File: src/logic/clu_defines.svh
`ifndef CLU_DEFINES_SVH
`define CLU_DEFINES_SVH

// ==========================================
// Channel word layout
`define CLU_NCH          4
`define CLU_CODE_W       12
`define CLU_WORD_W       16
`define CLU_FULL_CODE    12'hFFF
`define CLU_ZERO_CODE    12'h000
`define CLU_OVR_BIT      12
`define CLU_UND_BIT      13
`define CLU_SEL_LSB      14

// ==========================================
// Loop current thresholds, microamps
`define CLU_LOW_UA       16'h0FA0
`define CLU_HIGH_UA      16'h4E20
`define CLU_OVR_UA       16'h5654
`define CLU_UND_UA       16'h0960
`define CLU_SPAN_UA      28'h000_3E80
`define CLU_FULL_MUL     28'h000_0FFF

// ==========================================
// Controller register offsets and fields
`define CLU_OFS_CTRL     8'h00
`define CLU_OFS_STAT     8'h04
`define CLU_OFS_IMG0     8'h08
`define CLU_OFS_IMG3     8'h14
`define CLU_CTRL_SCAN    0
`define CLU_CTRL_MID     1
`define CLU_CTRL_SEL_LSB 2
`define CLU_CTRL_UP      4
`define CLU_STAT_BUSY    0
`define CLU_STAT_MUX     1
`define CLU_STAT_ERR     2
`define CLU_STAT_UP      3
`define CLU_RESP_OKAY    2'h0
`define CLU_RESP_SLVERR  2'h2
`define CLU_WORD_RST     16'h0000
`define CLU_DATA_RST     32'h0000_0000

`endif

File: src/logic/clu_pkg.sv
package clu_pkg;

    typedef logic [15:0] clu_word_t;

    typedef enum logic {
        CLU_SCAN_END = 1'b0,
        CLU_MID_SCAN = 1'b1
    } clu_req_t;

    typedef enum logic [1:0] {
        CLU_IDLE = 2'b00,
        CLU_SEND = 2'b01,
        CLU_WAIT = 2'b10
    } clu_hstate_t;

endpackage
File: src/logic/clu_link_if.sv
`timescale 1ns/1ns
interface clu_link_if;
    logic                          hostUp;
    logic                          reqValid;
    clu_pkg::clu_req_t             reqKind;
    logic [1:0]                    reqSel;
    logic                          ackValid;
    logic                          muxMode;
    clu_pkg::clu_word_t [3:0]      imgWord;

    modport dev (
        input  hostUp,
        input  reqValid,
        input  reqKind,
        input  reqSel,
        output ackValid,
        output muxMode,
        output imgWord
    );

    modport host (
        output hostUp,
        output reqValid,
        output reqKind,
        output reqSel,
        input  ackValid,
        input  muxMode,
        input  imgWord
    );
endinterface

File: src/logic/clu_host.sv
// The AXI4-Lite interface to the registers and the register addresses were decided locally.
`timescale 1ns/1ns
`include "clu_defines.svh"

module clu_host (
    input  wire logic              core_clk,
    input  wire logic              resetn,
    clu_link_if.host               link,
    input  wire logic [7:0]        s_axi_awaddr,
    input  wire logic              s_axi_awvalid,
    output logic                   s_axi_awready,
    input  wire logic [31:0]       s_axi_wdata,
    input  wire logic [3:0]        s_axi_wstrb,
    input  wire logic              s_axi_wvalid,
    output logic                   s_axi_wready,
    output logic [1:0]             s_axi_bresp,
    output logic                   s_axi_bvalid,
    input  wire logic              s_axi_bready,
    input  wire logic [7:0]        s_axi_araddr,
    input  wire logic              s_axi_arvalid,
    output logic                   s_axi_arready,
    output logic [31:0]            s_axi_rdata,
    output logic [1:0]             s_axi_rresp,
    output logic                   s_axi_rvalid,
    input  wire logic              s_axi_rready,
    output logic                   rangeErr
);

    // ==========================================
    // Write channel capture
    logic                          awHeld_r;
    logic                          wHeld_r;
    logic [7:0]                    awAddr_r;
    logic [31:0]                   wData_r;
    logic                          wLane0_r;
    logic                          doWrite;

    assign s_axi_awready = !awHeld_r && !s_axi_bvalid;
    assign s_axi_wready  = !wHeld_r && !s_axi_bvalid;
    assign doWrite       = awHeld_r && wHeld_r && !s_axi_bvalid;

    always_ff @(posedge core_clk or negedge resetn) begin
        if (!resetn) begin
            awHeld_r <= 1'b0;
            wHeld_r  <= 1'b0;
            awAddr_r <= 8'h00;
            wData_r  <= `CLU_DATA_RST;
            wLane0_r <= 1'b0;
        end else begin
            if (s_axi_awvalid && s_axi_awready) begin
                awHeld_r <= 1'b1;
                awAddr_r <= s_axi_awaddr;
            end else if (doWrite) begin
                awHeld_r <= 1'b0;
            end
            if (s_axi_wvalid && s_axi_wready) begin
                wHeld_r  <= 1'b1;
                wData_r  <= s_axi_wdata;
                wLane0_r <= s_axi_wstrb[0];
            end else if (doWrite) begin
                wHeld_r <= 1'b0;
            end
        end
    end

    always_ff @(posedge core_clk or negedge resetn) begin
        if (!resetn) begin
            s_axi_bvalid <= 1'b0;
            s_axi_bresp  <= `CLU_RESP_OKAY;
        end else if (doWrite) begin
            s_axi_bvalid <= 1'b1;
            s_axi_bresp  <= (awAddr_r == `CLU_OFS_CTRL) ? `CLU_RESP_OKAY : `CLU_RESP_SLVERR;
        end else if (s_axi_bready) begin
            s_axi_bvalid <= 1'b0;
        end
    end

    // ==========================================
    // Control register and update sequencer
    logic                          ctrlHit;
    logic                          hostUp_r;
    logic [1:0]                    chanSel_r;
    logic                          reqValid_r;
    clu_pkg::clu_req_t             reqKind_r;
    clu_pkg::clu_hstate_t          state_r;
    clu_pkg::clu_word_t [3:0]      mirror_r;

    assign ctrlHit = doWrite && wLane0_r && (awAddr_r == `CLU_OFS_CTRL);

    always_ff @(posedge core_clk or negedge resetn) begin
        if (!resetn) begin
            hostUp_r  <= 1'b0;
            chanSel_r <= 2'b00;
        end else if (ctrlHit) begin
            hostUp_r  <= wData_r[`CLU_CTRL_UP];
            chanSel_r <= wData_r[`CLU_CTRL_SEL_LSB+:2];
        end
    end

    // Go bits self-clear; a go while busy or powered down is dropped
    always_ff @(posedge core_clk or negedge resetn) begin
        if (!resetn) begin
            state_r    <= clu_pkg::CLU_IDLE;
            reqValid_r <= 1'b0;
            reqKind_r  <= clu_pkg::CLU_SCAN_END;
        end else begin
            unique case (state_r)
                clu_pkg::CLU_IDLE: begin
                    if (ctrlHit && hostUp_r
                        && (wData_r[`CLU_CTRL_SCAN] || wData_r[`CLU_CTRL_MID])) begin
                        reqValid_r <= 1'b1;
                        reqKind_r  <= wData_r[`CLU_CTRL_SCAN] ? clu_pkg::CLU_SCAN_END
                                                               : clu_pkg::CLU_MID_SCAN;
                        state_r    <= clu_pkg::CLU_SEND;
                    end
                end
                clu_pkg::CLU_SEND: begin
                    reqValid_r <= 1'b0;
                    state_r    <= clu_pkg::CLU_WAIT;
                end
                clu_pkg::CLU_WAIT: begin
                    if (link.ackValid || !hostUp_r) begin
                        state_r <= clu_pkg::CLU_IDLE;
                    end
                end
                default: begin
                    state_r    <= clu_pkg::CLU_IDLE;
                    reqValid_r <= 1'b0;
                end
            endcase
        end
    end

    assign link.hostUp   = hostUp_r;
    assign link.reqValid = reqValid_r;
    assign link.reqKind  = reqKind_r;
    assign link.reqSel   = chanSel_r;

    always_ff @(posedge core_clk or negedge resetn) begin
        if (!resetn) begin
            mirror_r <= {4{`CLU_WORD_RST}};
        end else if (link.ackValid) begin
            mirror_r <= link.imgWord;
        end
    end

    // Any over or under bit in the image raises the error output
    always_ff @(posedge core_clk or negedge resetn) begin
        if (!resetn) begin
            rangeErr <= 1'b0;
        end else begin
            rangeErr <= |{mirror_r[0][`CLU_UND_BIT:`CLU_OVR_BIT],
                          mirror_r[1][`CLU_UND_BIT:`CLU_OVR_BIT],
                          mirror_r[2][`CLU_UND_BIT:`CLU_OVR_BIT],
                          mirror_r[3][`CLU_UND_BIT:`CLU_OVR_BIT]};
        end
    end

    // ==========================================
    // Read channel
    assign s_axi_arready = !s_axi_rvalid;

    always_ff @(posedge core_clk or negedge resetn) begin
        if (!resetn) begin
            s_axi_rvalid <= 1'b0;
            s_axi_rdata  <= `CLU_DATA_RST;
            s_axi_rresp  <= `CLU_RESP_OKAY;
        end else if (s_axi_arvalid && s_axi_arready) begin
            s_axi_rvalid <= 1'b1;
            s_axi_rresp  <= `CLU_RESP_OKAY;
            s_axi_rdata  <= `CLU_DATA_RST;
            if (s_axi_araddr == `CLU_OFS_CTRL) begin
                s_axi_rdata[`CLU_CTRL_SEL_LSB+:2] <= chanSel_r;
                s_axi_rdata[`CLU_CTRL_UP]         <= hostUp_r;
            end else if (s_axi_araddr == `CLU_OFS_STAT) begin
                s_axi_rdata[`CLU_STAT_BUSY] <= (state_r != clu_pkg::CLU_IDLE);
                s_axi_rdata[`CLU_STAT_MUX]  <= link.muxMode;
                s_axi_rdata[`CLU_STAT_ERR]  <= rangeErr;
                s_axi_rdata[`CLU_STAT_UP]   <= hostUp_r;
            end else if (s_axi_araddr >= `CLU_OFS_IMG0 && s_axi_araddr <= `CLU_OFS_IMG3
                         && s_axi_araddr[1:0] == 2'b00) begin
                s_axi_rdata[15:0] <= mirror_r[3'(s_axi_araddr[4:2] - 3'd2)];
            end else begin
                s_axi_rresp <= `CLU_RESP_SLVERR;
            end
        end else if (s_axi_rready) begin
            s_axi_rvalid <= 1'b0;
        end
    end

endmodule

File: src/flat_wrapper.sv
// flat-port wrapper written by rule: the top's interface ports become plain ports
module clu_host_flat 
  (core_clk, resetn, s_axi_awaddr, s_axi_awvalid, s_axi_awready, s_axi_wdata, s_axi_wstrb, s_axi_wvalid, s_axi_wready, s_axi_bresp, s_axi_bvalid, s_axi_bready, s_axi_araddr, s_axi_arvalid, s_axi_arready, s_axi_rdata, s_axi_rresp, s_axi_rvalid, s_axi_rready, rangeErr, link_hostUp, link_reqValid, link_reqKind, link_reqSel, link_ackValid, link_muxMode, link_imgWord);
  clu_link_if link_i ();
  input  wire logic core_clk;
  input  wire logic resetn;
  input  wire logic [7:0] s_axi_awaddr;
  input  wire logic s_axi_awvalid;
  output logic s_axi_awready;
  input  wire logic [31:0] s_axi_wdata;
  input  wire logic [3:0] s_axi_wstrb;
  input  wire logic s_axi_wvalid;
  output logic s_axi_wready;
  output logic [1:0] s_axi_bresp;
  output logic s_axi_bvalid;
  input  wire logic s_axi_bready;
  input  wire logic [7:0] s_axi_araddr;
  input  wire logic s_axi_arvalid;
  output logic s_axi_arready;
  output logic [31:0] s_axi_rdata;
  output logic [1:0] s_axi_rresp;
  output logic s_axi_rvalid;
  input  wire logic s_axi_rready;
  output logic rangeErr;
  output wire logic [$bits(link_i.hostUp)-1:0] link_hostUp;
  output wire logic [$bits(link_i.reqValid)-1:0] link_reqValid;
  output wire logic [$bits(link_i.reqKind)-1:0] link_reqKind;
  output wire logic [$bits(link_i.reqSel)-1:0] link_reqSel;
  input wire logic [$bits(link_i.ackValid)-1:0] link_ackValid;
  input wire logic [$bits(link_i.muxMode)-1:0] link_muxMode;
  input wire logic [$bits(link_i.imgWord)-1:0] link_imgWord;
  assign link_hostUp = link_i.hostUp;
  assign link_reqValid = link_i.reqValid;
  assign link_reqKind = link_i.reqKind;
  assign link_reqSel = link_i.reqSel;
  assign link_i.ackValid = link_ackValid;
  assign link_i.muxMode = link_muxMode;
  assign link_i.imgWord = link_imgWord;
  clu_host u_core (.core_clk(core_clk), .resetn(resetn), .link(link_i), .s_axi_awaddr(s_axi_awaddr), .s_axi_awvalid(s_axi_awvalid), .s_axi_awready(s_axi_awready), .s_axi_wdata(s_axi_wdata), .s_axi_wstrb(s_axi_wstrb), .s_axi_wvalid(s_axi_wvalid), .s_axi_wready(s_axi_wready), .s_axi_bresp(s_axi_bresp), .s_axi_bvalid(s_axi_bvalid), .s_axi_bready(s_axi_bready), .s_axi_araddr(s_axi_araddr), .s_axi_arvalid(s_axi_arvalid), .s_axi_arready(s_axi_arready), .s_axi_rdata(s_axi_rdata), .s_axi_rresp(s_axi_rresp), .s_axi_rvalid(s_axi_rvalid), .s_axi_rready(s_axi_rready), .rangeErr(rangeErr));
endmodule
File: config.mk
export PLATFORM = sky130hd
export DESIGN_NAME = clu_host_flat
export DESIGN_NICKNAME = d
export VERILOG_FILES = /design/src/logic/clu_pkg.sv /design/src/logic/clu_link_if.sv /design/src/logic/clu_host.sv /design/src/flat_wrapper.sv
export VERILOG_INCLUDE_DIRS = /design/src /design/src/logic
export SDC_FILE = /design/constraint.sdc
export NUM_CORES = 1
export LEC_CHECK = 0
export BUFFER_PORTS_ARGS = -buffer_cell sky130_fd_sc_hd__buf_2
export CORE_MARGIN = 4
export CORE_UTILIZATION = 50
export CTS_BUF_LIST = sky130_fd_sc_hd__clkbuf_4
export DETAILED_ROUTE_END_ITERATION = 8
export GPL_ROUTABILITY_DRIVEN = 0
export PLACE_DENSITY = 0.8
export SETUP_SLACK_MARGIN = 0.5
export SLEW_MARGIN = 10
export SYNTH_ARGS = -nofsm -noshare
export SYNTH_HDL_FRONTEND = slang
export SYNTH_SLANG_ARGS = --single-unit
File: constraint.sdc
create_clock -name core_clk -period 1.9 [get_ports core_clk]
set_input_delay 0.38 -clock core_clk [delete_from_list [all_inputs] [get_ports core_clk]]
set_output_delay 0.38 -clock core_clk [all_outputs]
set_load 0.05 [all_outputs]
==> out/metrics.csv, run 1 <==
stage,metric,value,unit
die,core area,0.00933,mm^2
critical_path,CP startpoint kind,flip-flop,
hold_path,Worst Hold Depth,2,
critical_path,CP required,1.52,ns
critical_path,Critical Path Max Stage Delay,0.46,ns
finish,fin cells,620,
placement,I/O Buffers,123,
timing,Final Hold Viols,0,
logic_synthesis,synthesized area,0.00485,mm^2
logic_synthesis,top-count cell post-synth,dfrtp_1,
routing,via total after detailed routing,3187,
timing,clk_skew,0.0185,ns
critical_path,worst path cell trace,nor2_4 > buf_8,
cts,clk slew on worst S/H paths,0.16,ns
grt,first-pass GRT wire length,16500,um
die,num ports,172,
logic_synthesis,Synth area leader,dfrtp_1,
routing,DRC Markers,0,
critical_path,Worst R2R Setup Slack,0.42,ns
power,Pwr Density,926,mW/mm^2
timing,WHS,0.109,ns
hold_path,hold path endpoint,u_core.s_axi_rvalid$_DFFE_PN0P_,
finish,area of the multi-input gates,0.00199,mm^2
critical_path,reg-to-reg endpoint,u_core.link.reqKind$_DFFE_PN0P_,
finish,Filler cells,754,
cts,worst-skew pair later-pin latency,0.43,ns
logic_synthesis,cells after synthesis,347,
timing,Slew Limit Fails,0,
die,starting density of the core,52.0,%
routing,post-route ant nets,0,
critical_path,Crit Path Max Fanout,4,
routing,Routed WL per cell,16.6,um
finish,layout cells sized above 1,57.8,%
logic_synthesis,synth top area cells,"dfrtp_1 56%, mux2_2 19%, mux4_2 6.0%, buf_4 3.1%, o31ai_2 2.6%",
logic_synthesis,"EDFF count, synth",0,
placement,post-DP HPWL,7430,um
timing,fmax,641,MHz
power,Pleak,2.83,nW
grt,largest net degree at the start of global routing,66,
timing,total negative setup slack,0,ns
finish,fin util,65.2,%
cts,CTS Buf Count,9,
grt,vias in the first global route,3344,
grt,initial antenna violation count,1,
die,die area,0.0113,mm^2
logic_synthesis,Synth warnings,0,
logic_synthesis,Yosys reg bits,108,
cts,clk sinks,108,
grt,GRT Util Overall,18.6,%
grt,total congestion overflow,0,
timing,fin crit period,1.56,ns
logic_synthesis,"Async S/R FF share, synth",100,%
logic_synthesis,sequential area share after synthesis,55.7,%
die,die height,107,um
logic_synthesis,syn avg cell area,14.0,um^2
status,status,"finished, final reports clean",
critical_path,worst r2r src,u_core.awAddr_r[6]$_DFFE_PN0P_,
routing,initial DRC count,60,
cts,Bufs on Longest Clock Path,2,
timing,setup violators final,0,
critical_path,Worst R2R Path Depth,4,
critical_path,Worst path slowest cell,dfrtp_1,
cts,TritonCTS clock tree,built,
critical_path,crit path DAT,1.18,ns
hold_path,HP Class,input port to flip-flop,
critical_path,CP Capture Type,output pin,
finish,Area growth syn-to-layout,25.4,%
cts,H-tree Lvls,3,
logic_synthesis,ys flop type,dfrtp_1,
critical_path,WS Path Type,flip-flop to output pin,
routing,vias per inst,5.14,
cts,Root Driver,clkbuf_4,
routing,drt pass-1 iters,4,
logic_synthesis,top post-synthesis cells by count,"108 x dfrtp_1, 81 x mux2_2, 20 x buf_4",
flow_run,max_cap viols,0,
placement,Post-Place Cells,588,
logic_synthesis,share of the synthesized area in the top cell type,55.7,%
finish,antenna cells,0,
routing,WL final,10300,um
die,row cnt,35,
hold_path,hold_sp,s_axi_rready,
finish,Final nets,612,
logic_synthesis,Netlist cell types,36,
timing,unrepaired setup endpoints after global routing,true,
finish,FF/Latch Area,0.00271,mm^2
die,Die X,107,um
power,Max VDD drop,0.422,mV
timing,Final period util,82.1,%
## metrics by stage
step	setup WS (ns)	power (mW)	instance area, um^2
after CTS	0.307	5.63	6040
after global routing	0.260	5.92	6080
after floorplan	0.252	3.96	5020
final	0.340	5.64	6080
after detailed placement	0.137	4.30	5610
after global placement	0.152	4.23	5610
## worst max path at each step
stage	from	endpoint	slack, ns	cells past startpoint
after CTS	u_core.s_axi_bvalid$_DFFE_PN0P_	s_axi_awready	0.31	2
after detailed placement	s_axi_araddr[1]	u_core.s_axi_rdata[5]$_DFFE_PN0P_	0.14	5
final	u_core.wHeld_r$_DFFE_PN0P_	s_axi_wready	0.34	2
after global placement	s_axi_araddr[1]	u_core.s_axi_rdata[5]$_DFFE_PN0P_	0.15	5
after floorplan	u_core.s_axi_bvalid$_DFFE_PN0P_	u_core.awAddr_r[0]$_DFFE_PN0P_	0.25	4
after global routing	u_core.s_axi_bvalid$_DFFE_PN0P_	s_axi_wready	0.26	2
## metal layers
metal  vias up  GRT usage (%)  wire length (um)
li1       1483              -                 -
met1      1584           24.1              4440
met2        99           31.8              5100
met3        19           3.16               559
met4         2           6.58               202
met5         -              0                16
## registers in the layout, summed over array words and instances, names as in the netlist
| register | count |
|---|---|
| u_core.mirror_r | 64 |
| u_core.s_axi_rdata | 16 |
| u_core.awAddr_r | 8 |
| u_core.wData_r | 5 |
| u_core.link.reqSel | 2 |
| u_core.state_r | 2 |
| u_core.awHeld_r | 1 |
| u_core.link.hostUp | 1 |
| u_core.link.reqKind | 1 |
| u_core.link.reqValid | 1 |
| u_core.rangeErr | 1 |
| u_core.s_axi_bresp | 1 |
| u_core.s_axi_bvalid | 1 |
| u_core.s_axi_rresp | 1 |
| u_core.s_axi_rvalid | 1 |
| u_core.wHeld_r | 1 |
| u_core.wLane0_r | 1 |
## timing repair
item / in CTS / in global routing
hold endpoints to repair: 34 / 0
setup endpoints to repair: 43 / 37
resized for setup: 63 / 3
hold buffers: 1 / 0
pin swaps: 6 / 2
setup buffers: 11 / 5
## worst max-delay path, delay by kind of cell (launching register included)
kind	cells	cell delay (ns)
flip-flops	1	0.46
AND/OR/NAND/NOR	1	0.14
buffers and inverters	1	0.15
## logic make-up (layout without fill, tap and decap cells)
family	count (synthesis)	in the layout	synth area share, %
simple gates	52	52	6.37
compound gates	34	34	5.62
buf+inv	51	178	5.98
mux	101	101	26.3
other cells	1	18	0.0773
flops	108	108	55.7
## where the power goes
group / leakage (nW) / switching (mW) / internal, mW / total, mW
clock: 0.0729 / 0.704 / 0.426 / 1.13
combinational: 1.45 / 0.810 / 0.762 / 1.57
sequential: 1.30 / 0.284 / 2.65 / 2.93
## final cells by class
cell class,count,share of cell area [%]
timing repair buffer,148,17.1
sequential,108,44.5
multi-input combinational,205,32.6
clock inverter,4,0.843
inverter,15,0.987
tap,129,2.65
clock buffer,11,1.36
## placed cells by master (no fill, tap or decap), types with 3 or more instances in the layout
cell,synthesis,layout
o22ai_1,4,4
nand2b_1,5,5
o21ai_1,0,4
o31ai_2,10,10
nor4_4,1,3
buf_12,0,3
buf_6,2,26
nor2_1,9,7
clkbuf_4,0,11
mux2i_1,7,7
a21oi_1,4,4
mux4_2,13,13
mux2_2,81,81
inv_1,15,14
buf_2,7,93
buf_4,20,22
nand3_1,4,4
conb_1,1,18
nand2_1,19,18
a31oi_1,5,5
buf_8,0,3
dfrtp_1,108,106
No activity file was read; power rests on OpenSTA's default activity.
==> run 2: changes to the inputs <==
CORE_UTILIZATION = 47   (was 50)
PLACE_DENSITY = 0.79   (was 0.8)
clock period = 1.4 ns   (was 1.9 ns; I/O delays follow)
==> run 2 against run 1 <==
The run now ends with setup timing left. Non-clock buffer count up 49. First-iteration DRC count up 120%. Sequential cell count unchanged. Largest cell class unchanged.
==> out/metrics.csv, run 2 (synthesized netlist as in run 1, its figures left out) <==
stage,metric,value,unit,change
finish,layout cells sized above 1,65.3,%,was 57.8%
routing,drt pass-1 iters,4,,unchanged
critical_path,worst path cell trace,nor4_2 > buf_4 > nand4_4 > nor4_4 > buf_4 > a21o_1,,was nor2_4 > buf_8
power,Pwr Density,1180,mW/mm^2,was 926 mW/mm^2
cts,TritonCTS clock tree,built,,unchanged
routing,DRC Markers,0,,unchanged
cts,H-tree Lvls,3,,unchanged
die,row cnt,36,,was 35
timing,unrepaired setup endpoints after global routing,true,,unchanged
critical_path,crit path DAT,1.97,ns,was 1.18 ns
power,Max VDD drop,0.631,mV,was 0.422 mV
finish,final instance area,0.00705,mm^2,was 0.00608 mm^2
grt,initial antenna violation count,1,,unchanged
routing,post-route ant nets,0,,unchanged
routing,vias per inst,5.10,,was 5.14
status,status,finished with violations,,"was finished, final reports clean"
critical_path,CP Capture Type,flip-flop,,was output pin
timing,setup violators final,10,,was 0
critical_path,WS Path Type,flip-flop to flip-flop,,was flip-flop to output pin
die,die height,110,um,was 107 um
finish,Final nets,664,,was 612
placement,post-DP HPWL,7960,um,was 7430 um
routing,Highest Signal Layer,met4,,was met5
placement,Post-Place Cells,607,,was 588
grt,GRT Util Overall,20.0,%,was 18.6%
hold_path,Worst Hold Depth,2,,unchanged
critical_path,Crit Path Max Fanout,4,,unchanged
die,starting density of the core,49.0,%,was 52.0%
cts,worst-skew pair later-pin latency,0.46,ns,was 0.43 ns
finish,"commonest non-fill, non-tap cells in the layout","104 x dfrtp_1, 92 x buf_2, 63 x mux2_4",,"was 106 x dfrtp_1, 93 x buf_2, 81 x mux2_2"
grt,first-pass GRT wire length,18200,um,"was 16,500 um"
finish,Area growth syn-to-layout,45.3,%,was 25.4%
critical_path,reg-to-reg endpoint,u_core.link.reqValid$_DFFE_PN0P_,,was u_core.link.reqKind$_DFFE_PN0P_
routing,WL final,12000,um,"was 10,300 um"
cts,clk sinks,108,,unchanged
power,Pleak,3.41,nW,was 2.83 nW
critical_path,Worst path slowest cell,dfrtp_1,,unchanged
routing,met2 WL,6420,um,was 5100 um
finish,"commonest non-fill, non-tap cell in the layout",dfrtp_1,,unchanged
timing,total negative setup slack,-1.19,ns,was 0 ns
routing,via total after detailed routing,3457,,"was 3,187"
hold_path,hold_sp,link_imgWord[18],,was s_axi_rready
critical_path,CP dominant cell by count,buf_4,,
routing,met3 WL,448,um,was 559 um
critical_path,CP required,1.81,ns,was 1.52 ns
placement,I/O Buffers,123,,unchanged
critical_path,Worst R2R Setup Slack,-0.15,ns,was 0.42 ns
timing,Final period util,111,%,
die,core area,0.00991,mm^2,was 0.00933 mm^2
grt,largest net degree at the start of global routing,43,,was 66
finish,fin cells,678,,was 620
placement,pre-CTS setup slack,-0.214,ns,was 0.137 ns
critical_path,CP startpoint kind,flip-flop,,unchanged
cts,Root Driver,clkbuf_4,,unchanged
timing,Slew Limit Fails,0,,unchanged
critical_path,Worst R2R Path Depth,6,,was 4
routing,wl on met1,4770,um,was 4440 um
hold_path,HP Class,input port to flip-flop,,unchanged
finish,biggest regs,"u_core.mirror_r x64, u_core.s_axi_rdata x16, u_core.awAddr_r x8",,unchanged
critical_path,Critical Path Max Stage Delay,0.42,ns,was 0.46 ns
critical_path,worst r2r src,u_core.awAddr_r[1]$_DFFE_PN0P_,,was u_core.awAddr_r[6]$_DFFE_PN0P_
routing,initial DRC count,132,,was 60
timing,WHS,0.0330,ns,was 0.109 ns
cts,clk slew on worst S/H paths,0.16,ns,about the same
timing,fin crit period,1.55,ns,
finish,Largest Register,u_core.mirror_r,,unchanged
timing,fmax,644,MHz,
power,Total Power,8.36,mW,was 5.64 mW
cts,CTS Buf Count,9,,unchanged
timing,final setup margin,-0.154,ns,was 0.340 ns
timing,clk_skew,0.0188,ns,was 0.0185 ns
grt,total congestion overflow,0,,unchanged
flow_run,max_cap viols,0,,unchanged
timing,Final Hold Viols,0,,unchanged
finish,Largest register FFs,64,,unchanged
routing,Routed WL per cell,17.7,um,was 16.6 um
hold_path,hold path endpoint,u_core.mirror_r[18]$_DFFE_PN0P_,,was u_core.s_axi_rvalid$_DFFE_PN0P_
die,num ports,172,,unchanged
grt,vias in the first global route,3618,,"was 3,344"
die,die area,0.0120,mm^2,was 0.0113 mm^2
finish,fin util,71.2,%,was 65.2%
status,failing checks,setup timing,,
placement,Placed Area,0.00596,mm^2,was 0.00561 mm^2
die,Die X,110,um,was 107 um
cts,Bufs on Longest Clock Path,2,,unchanged
## run 2: cell count changes in the layout (fill, tap and decap cells not counted), moves of 4 or more
cell,delta
buf_4,+24
buf_6,+10
dlygate4sd3_1,+12
inv_1,-4
mux2_2,-63
mux2_4,+63
nand2_1,-15
nand2_2,+8
nand2_4,+6
nand2_8,+4
o31ai_2,-5
o31ai_4,+6
## run 2: how the worst max path moves through the flow
stage                                          startpoint                           endpoint  slack, ns
after floorplan           u_core.s_axi_bvalid$_DFFE_PN0P_     u_core.awAddr_r[0]$_DFFE_PN0P_      -0.25
after global placement                    s_axi_araddr[6]  u_core.s_axi_rdata[5]$_DFFE_PN0P_      -0.18
after detailed placement                  s_axi_araddr[6]  u_core.s_axi_rdata[8]$_DFFE_PN0P_      -0.21
after CTS                  u_core.awAddr_r[1]$_DFFE_PN0P_    u_core.link.reqKind$_DFFE_PN0P_      -0.13
after global routing       u_core.awAddr_r[1]$_DFFE_PN0P_   u_core.link.reqValid$_DFFE_PN0P_      -0.25
final                      u_core.awAddr_r[1]$_DFFE_PN0P_   u_core.link.reqValid$_DFFE_PN0P_      -0.15
## run 2: where the power goes
part	switching (mW)	total (mW)	leakage, nW	internal, mW
combinational	1.30	2.77	2.04	1.48
clock	1.02	1.58	0.0744	0.567
sequential	0.395	4.00	1.30	3.60
## run 2: what timing repair did
action,in CTS,in global routing
cloned,3,0
setup endpoints to repair,72,77
endpoints found under the hold margin,113,7
gates resized for setup,86,48
pin swaps,21,7
setup buffers,26,12
hold buffers,6,7
## run 2: routing by layer
layer  track usage (%)  vias up
li1                  -     1593
met1              25.2     1733
met2              34.7      105
met3              2.23       26
met4              9.17        0
met5                 0        -
## run 2: critical path, delay by kind of cell, from the launching register on
family                 cells  cell delay, ns
AND/OR/NAND/NOR            3            0.67
buffers and inverters      2            0.34
AO/OA/AOI/OAI              1            0.07
flip-flops                 1            0.42
## run 2: area by class of cell
class / instances / area, um^2
inverters: 15 / 62.6
diodes: 1 / 2.50
well taps: 133 / 166
repair buffers: 197 / 1520
flip-flops and latches: 108 / 2710
multi-input cells: 208 / 2450
fillers: 661 / 2860
clock inverters: 6 / 63.8
clock buffers: 10 / 75.1
==> run 3: changes to the inputs <==
CORE_UTILIZATION = 50   (was 47)
PLACE_DENSITY = 0.8   (was 0.79)
REMOVE_ABC_BUFFERS = 1   (was unset)
clock period = 1.5 ns   (was 1.4 ns; I/O delays follow)
==> run 3 against run 2 <==
The flow still finishes with violations (setup timing). Sequential cell count unchanged. Sequential share of layout area is 2.5 points higher. Sequential power down 8.0%. Register-to-register slack improved by 0.09 ns. Die area decreased by 5.6%. Combinational power fell by 17%. Maximum frequency decreased by 0.32%. Count of clock-buffer cells in the layout decreased by 1. Worst hold slack better by 0.037 ns.
==> out/metrics.csv, run 3 (synthesized netlist as in run 1, its figures left out) <==
stage,metric,value,unit,change
status,status,finished with violations,,unchanged
status,failing checks,setup timing,,unchanged
critical_path,CP required,1.84,ns,was 1.81 ns
routing,Routed WL per cell,17.4,um,was 17.7 um
power,Pleak,3.11,nW,was 3.41 nW
critical_path,CP Capture Type,flip-flop,,unchanged
timing,setup violators final,7,,was 10
finish,Area growth syn-to-layout,36.3,%,was 45.3%
grt,largest net degree at the start of global routing,79,,was 43
cts,H-tree Lvls,3,,unchanged
placement,Placed Area,0.00564,mm^2,was 0.00596 mm^2
timing,Final Hold Viols,0,,unchanged
critical_path,CP startpoint kind,flip-flop,,unchanged
finish,final instance area,0.00662,mm^2,was 0.00705 mm^2
routing,via total after detailed routing,3298,,"was 3,457"
critical_path,Crit Path Max Fanout,3,,was 4
finish,FF/Latch Area,0.00270,mm^2,was 0.00271 mm^2
finish,"commonest non-fill, non-tap cell in the layout",dfrtp_1,,unchanged
grt,initial antenna violation count,1,,unchanged
cts,clk slew on worst S/H paths,0.16,ns,about the same
placement,I/O Buffers,123,,unchanged
die,row cnt,35,,was 36
routing,DRC Markers,0,,unchanged
finish,Largest register FFs,64,,unchanged
flow_run,max_cap viols,0,,unchanged
hold_path,Worst Hold Depth,2,,unchanged
finish,area of the multi-input gates,0.00225,mm^2,was 0.00245 mm^2
finish,"commonest non-fill, non-tap cells in the layout","108 x dfrtp_1, 93 x buf_2, 68 x mux2_2",,"was 104 x dfrtp_1, 92 x buf_2, 63 x mux2_4"
routing,WL final,11200,um,"was 12,000 um"
cts,Bufs on Longest Clock Path,2,,unchanged
routing,vias per inst,5.13,,was 5.10
die,die height,107,um,was 110 um
grt,first-pass GRT wire length,17900,um,"was 18,200 um"
grt,total congestion overflow,0,,unchanged
finish,Filler cells,657,,was 661
die,die area,0.0113,mm^2,was 0.0120 mm^2
cts,CTS Buf Count,9,,unchanged
die,core area,0.00933,mm^2,was 0.00991 mm^2
cts,clk sinks,108,,unchanged
power,Max VDD drop,0.489,mV,was 0.631 mV
timing,unrepaired setup endpoints after global routing,true,,unchanged
critical_path,WS Path Type,flip-flop to flip-flop,,unchanged
finish,biggest regs,"u_core.mirror_r x64, u_core.s_axi_rdata x16, u_core.awAddr_r x8",,unchanged
timing,final setup margin,-0.0585,ns,was -0.154 ns
timing,fin crit period,1.56,ns,was 1.55 ns
finish,Largest Register,u_core.mirror_r,,unchanged
cts,Root Driver,clkbuf_4,,unchanged
die,num ports,172,,unchanged
die,Die X,107,um,was 110 um
routing,drt pass-1 iters,4,,unchanged
cts,TritonCTS clock tree,built,,unchanged
routing,post-route ant nets,0,,unchanged
timing,total negative setup slack,-0.199,ns,was -1.19 ns
power,Pwr Density,1090,mW/mm^2,was 1180 mW/mm^2
timing,Slew Limit Fails,0,,unchanged
die,starting density of the core,52.0,%,was 49.0%
cts,worst-skew pair later-pin latency,0.44,ns,was 0.46 ns
routing,initial DRC count,89,,was 132
timing,WHS,0.0697,ns,was 0.0330 ns
grt,vias in the first global route,3582,,"was 3,618"
finish,Final nets,633,,was 664
timing,fmax,642,MHz,was 644 MHz
placement,post-DP HPWL,7360,um,was 7960 um
critical_path,Worst R2R Path Depth,4,,was 6
hold_path,HP Class,input port to flip-flop,,unchanged
grt,GRT Util Overall,20.3,%,was 20.0%
timing,Final period util,104,%,was 111%
critical_path,crit path DAT,1.90,ns,was 1.97 ns
finish,layout cells sized above 1,63.0,%,was 65.3%
timing,clk_skew,0.0158,ns,was 0.0188 ns
==> run 3: repair_timing <==
action | 4_1_cts | 5_1_grt
cloned | 3 | 0
hold endpoints to repair | 109 | 1
hold buffers | 2 | 1
pin swaps | 19 | 9
setup endpoints to repair | 68 | 70
setup buffers | 15 | 12
gates resized for setup | 121 | 29
==> run 3: through the flow <==
step	power, mW	util, %	setup WS (ns)	instances
4_1_cts	7.20	68.2	-0.0994	629
5_1_grt	7.60	70.9	-0.154	643
3_5_place_dp	5.39	60.4	-0.194	593
3_3_place_gp	5.31	60.4	-0.0965	593
2_1_floorplan	4.80	-	-0.700	328
6_report	7.24	70.9	-0.0585	643
==> run 3: path summary, 6_finish.rpt <==
path                       slack [ns]                           start                                end
max                             -0.06  u_core.awAddr_r[1]$_DFFE_PN0P_  u_core.link.reqSel[1]$_DFFE_PN0N_
min                              0.07                link_imgWord[63]    u_core.mirror_r[63]$_DFFE_PN0P_
max reg2reg                     -0.06  u_core.awAddr_r[1]$_DFFE_PN0P_  u_core.link.reqSel[1]$_DFFE_PN0N_
min reg2reg                      0.49   u_core.wData_r[0]$_DFFE_PN0P_    u_core.link.reqKind$_DFFE_PN0P_
max in group asynchronous        0.76                          resetn      u_core.wData_r[1]$_DFFE_PN0P_
min in group asynchronous        0.42                          resetn    u_core.mirror_r[15]$_DFFE_PN0P_
==> run 3: final cells by class <==
type,instances,share of cell area (%)
flip-flops and latches,108,40.8
multi-input cells,205,34.1
repair buffers,169,20.1
well taps,129,2.44
clock buffers,9,1.02
inverters,15,0.851
clock inverters,7,0.643
diodes,1,0.0378
==> run 3: power breakdown <==
group          switching (mW)  total (mW)  internal (mW)
Clock                   0.936        1.27          0.335
Sequential              0.322        3.68           3.35
Combinational            1.12        2.29           1.17
Total                    2.38        7.24           4.86
==> run 3: worst max-delay path, stage by stage (launching register included) <==
cell and delay [ns]:
dfrtp_1 0.44, nor4_4 0.34, nand4_2 0.20, buf_4 0.20
mux2_2 0.27
==> run 3: metal layers <==
metal	vias up	GRT usage (%)	part of all wire [%]
met1	1658	24.7	39
met4	0	7.76	2.0
met5	-	0	0
met3	17	3.58	4.4
met2	95	36.0	54
li1	1528	-	-
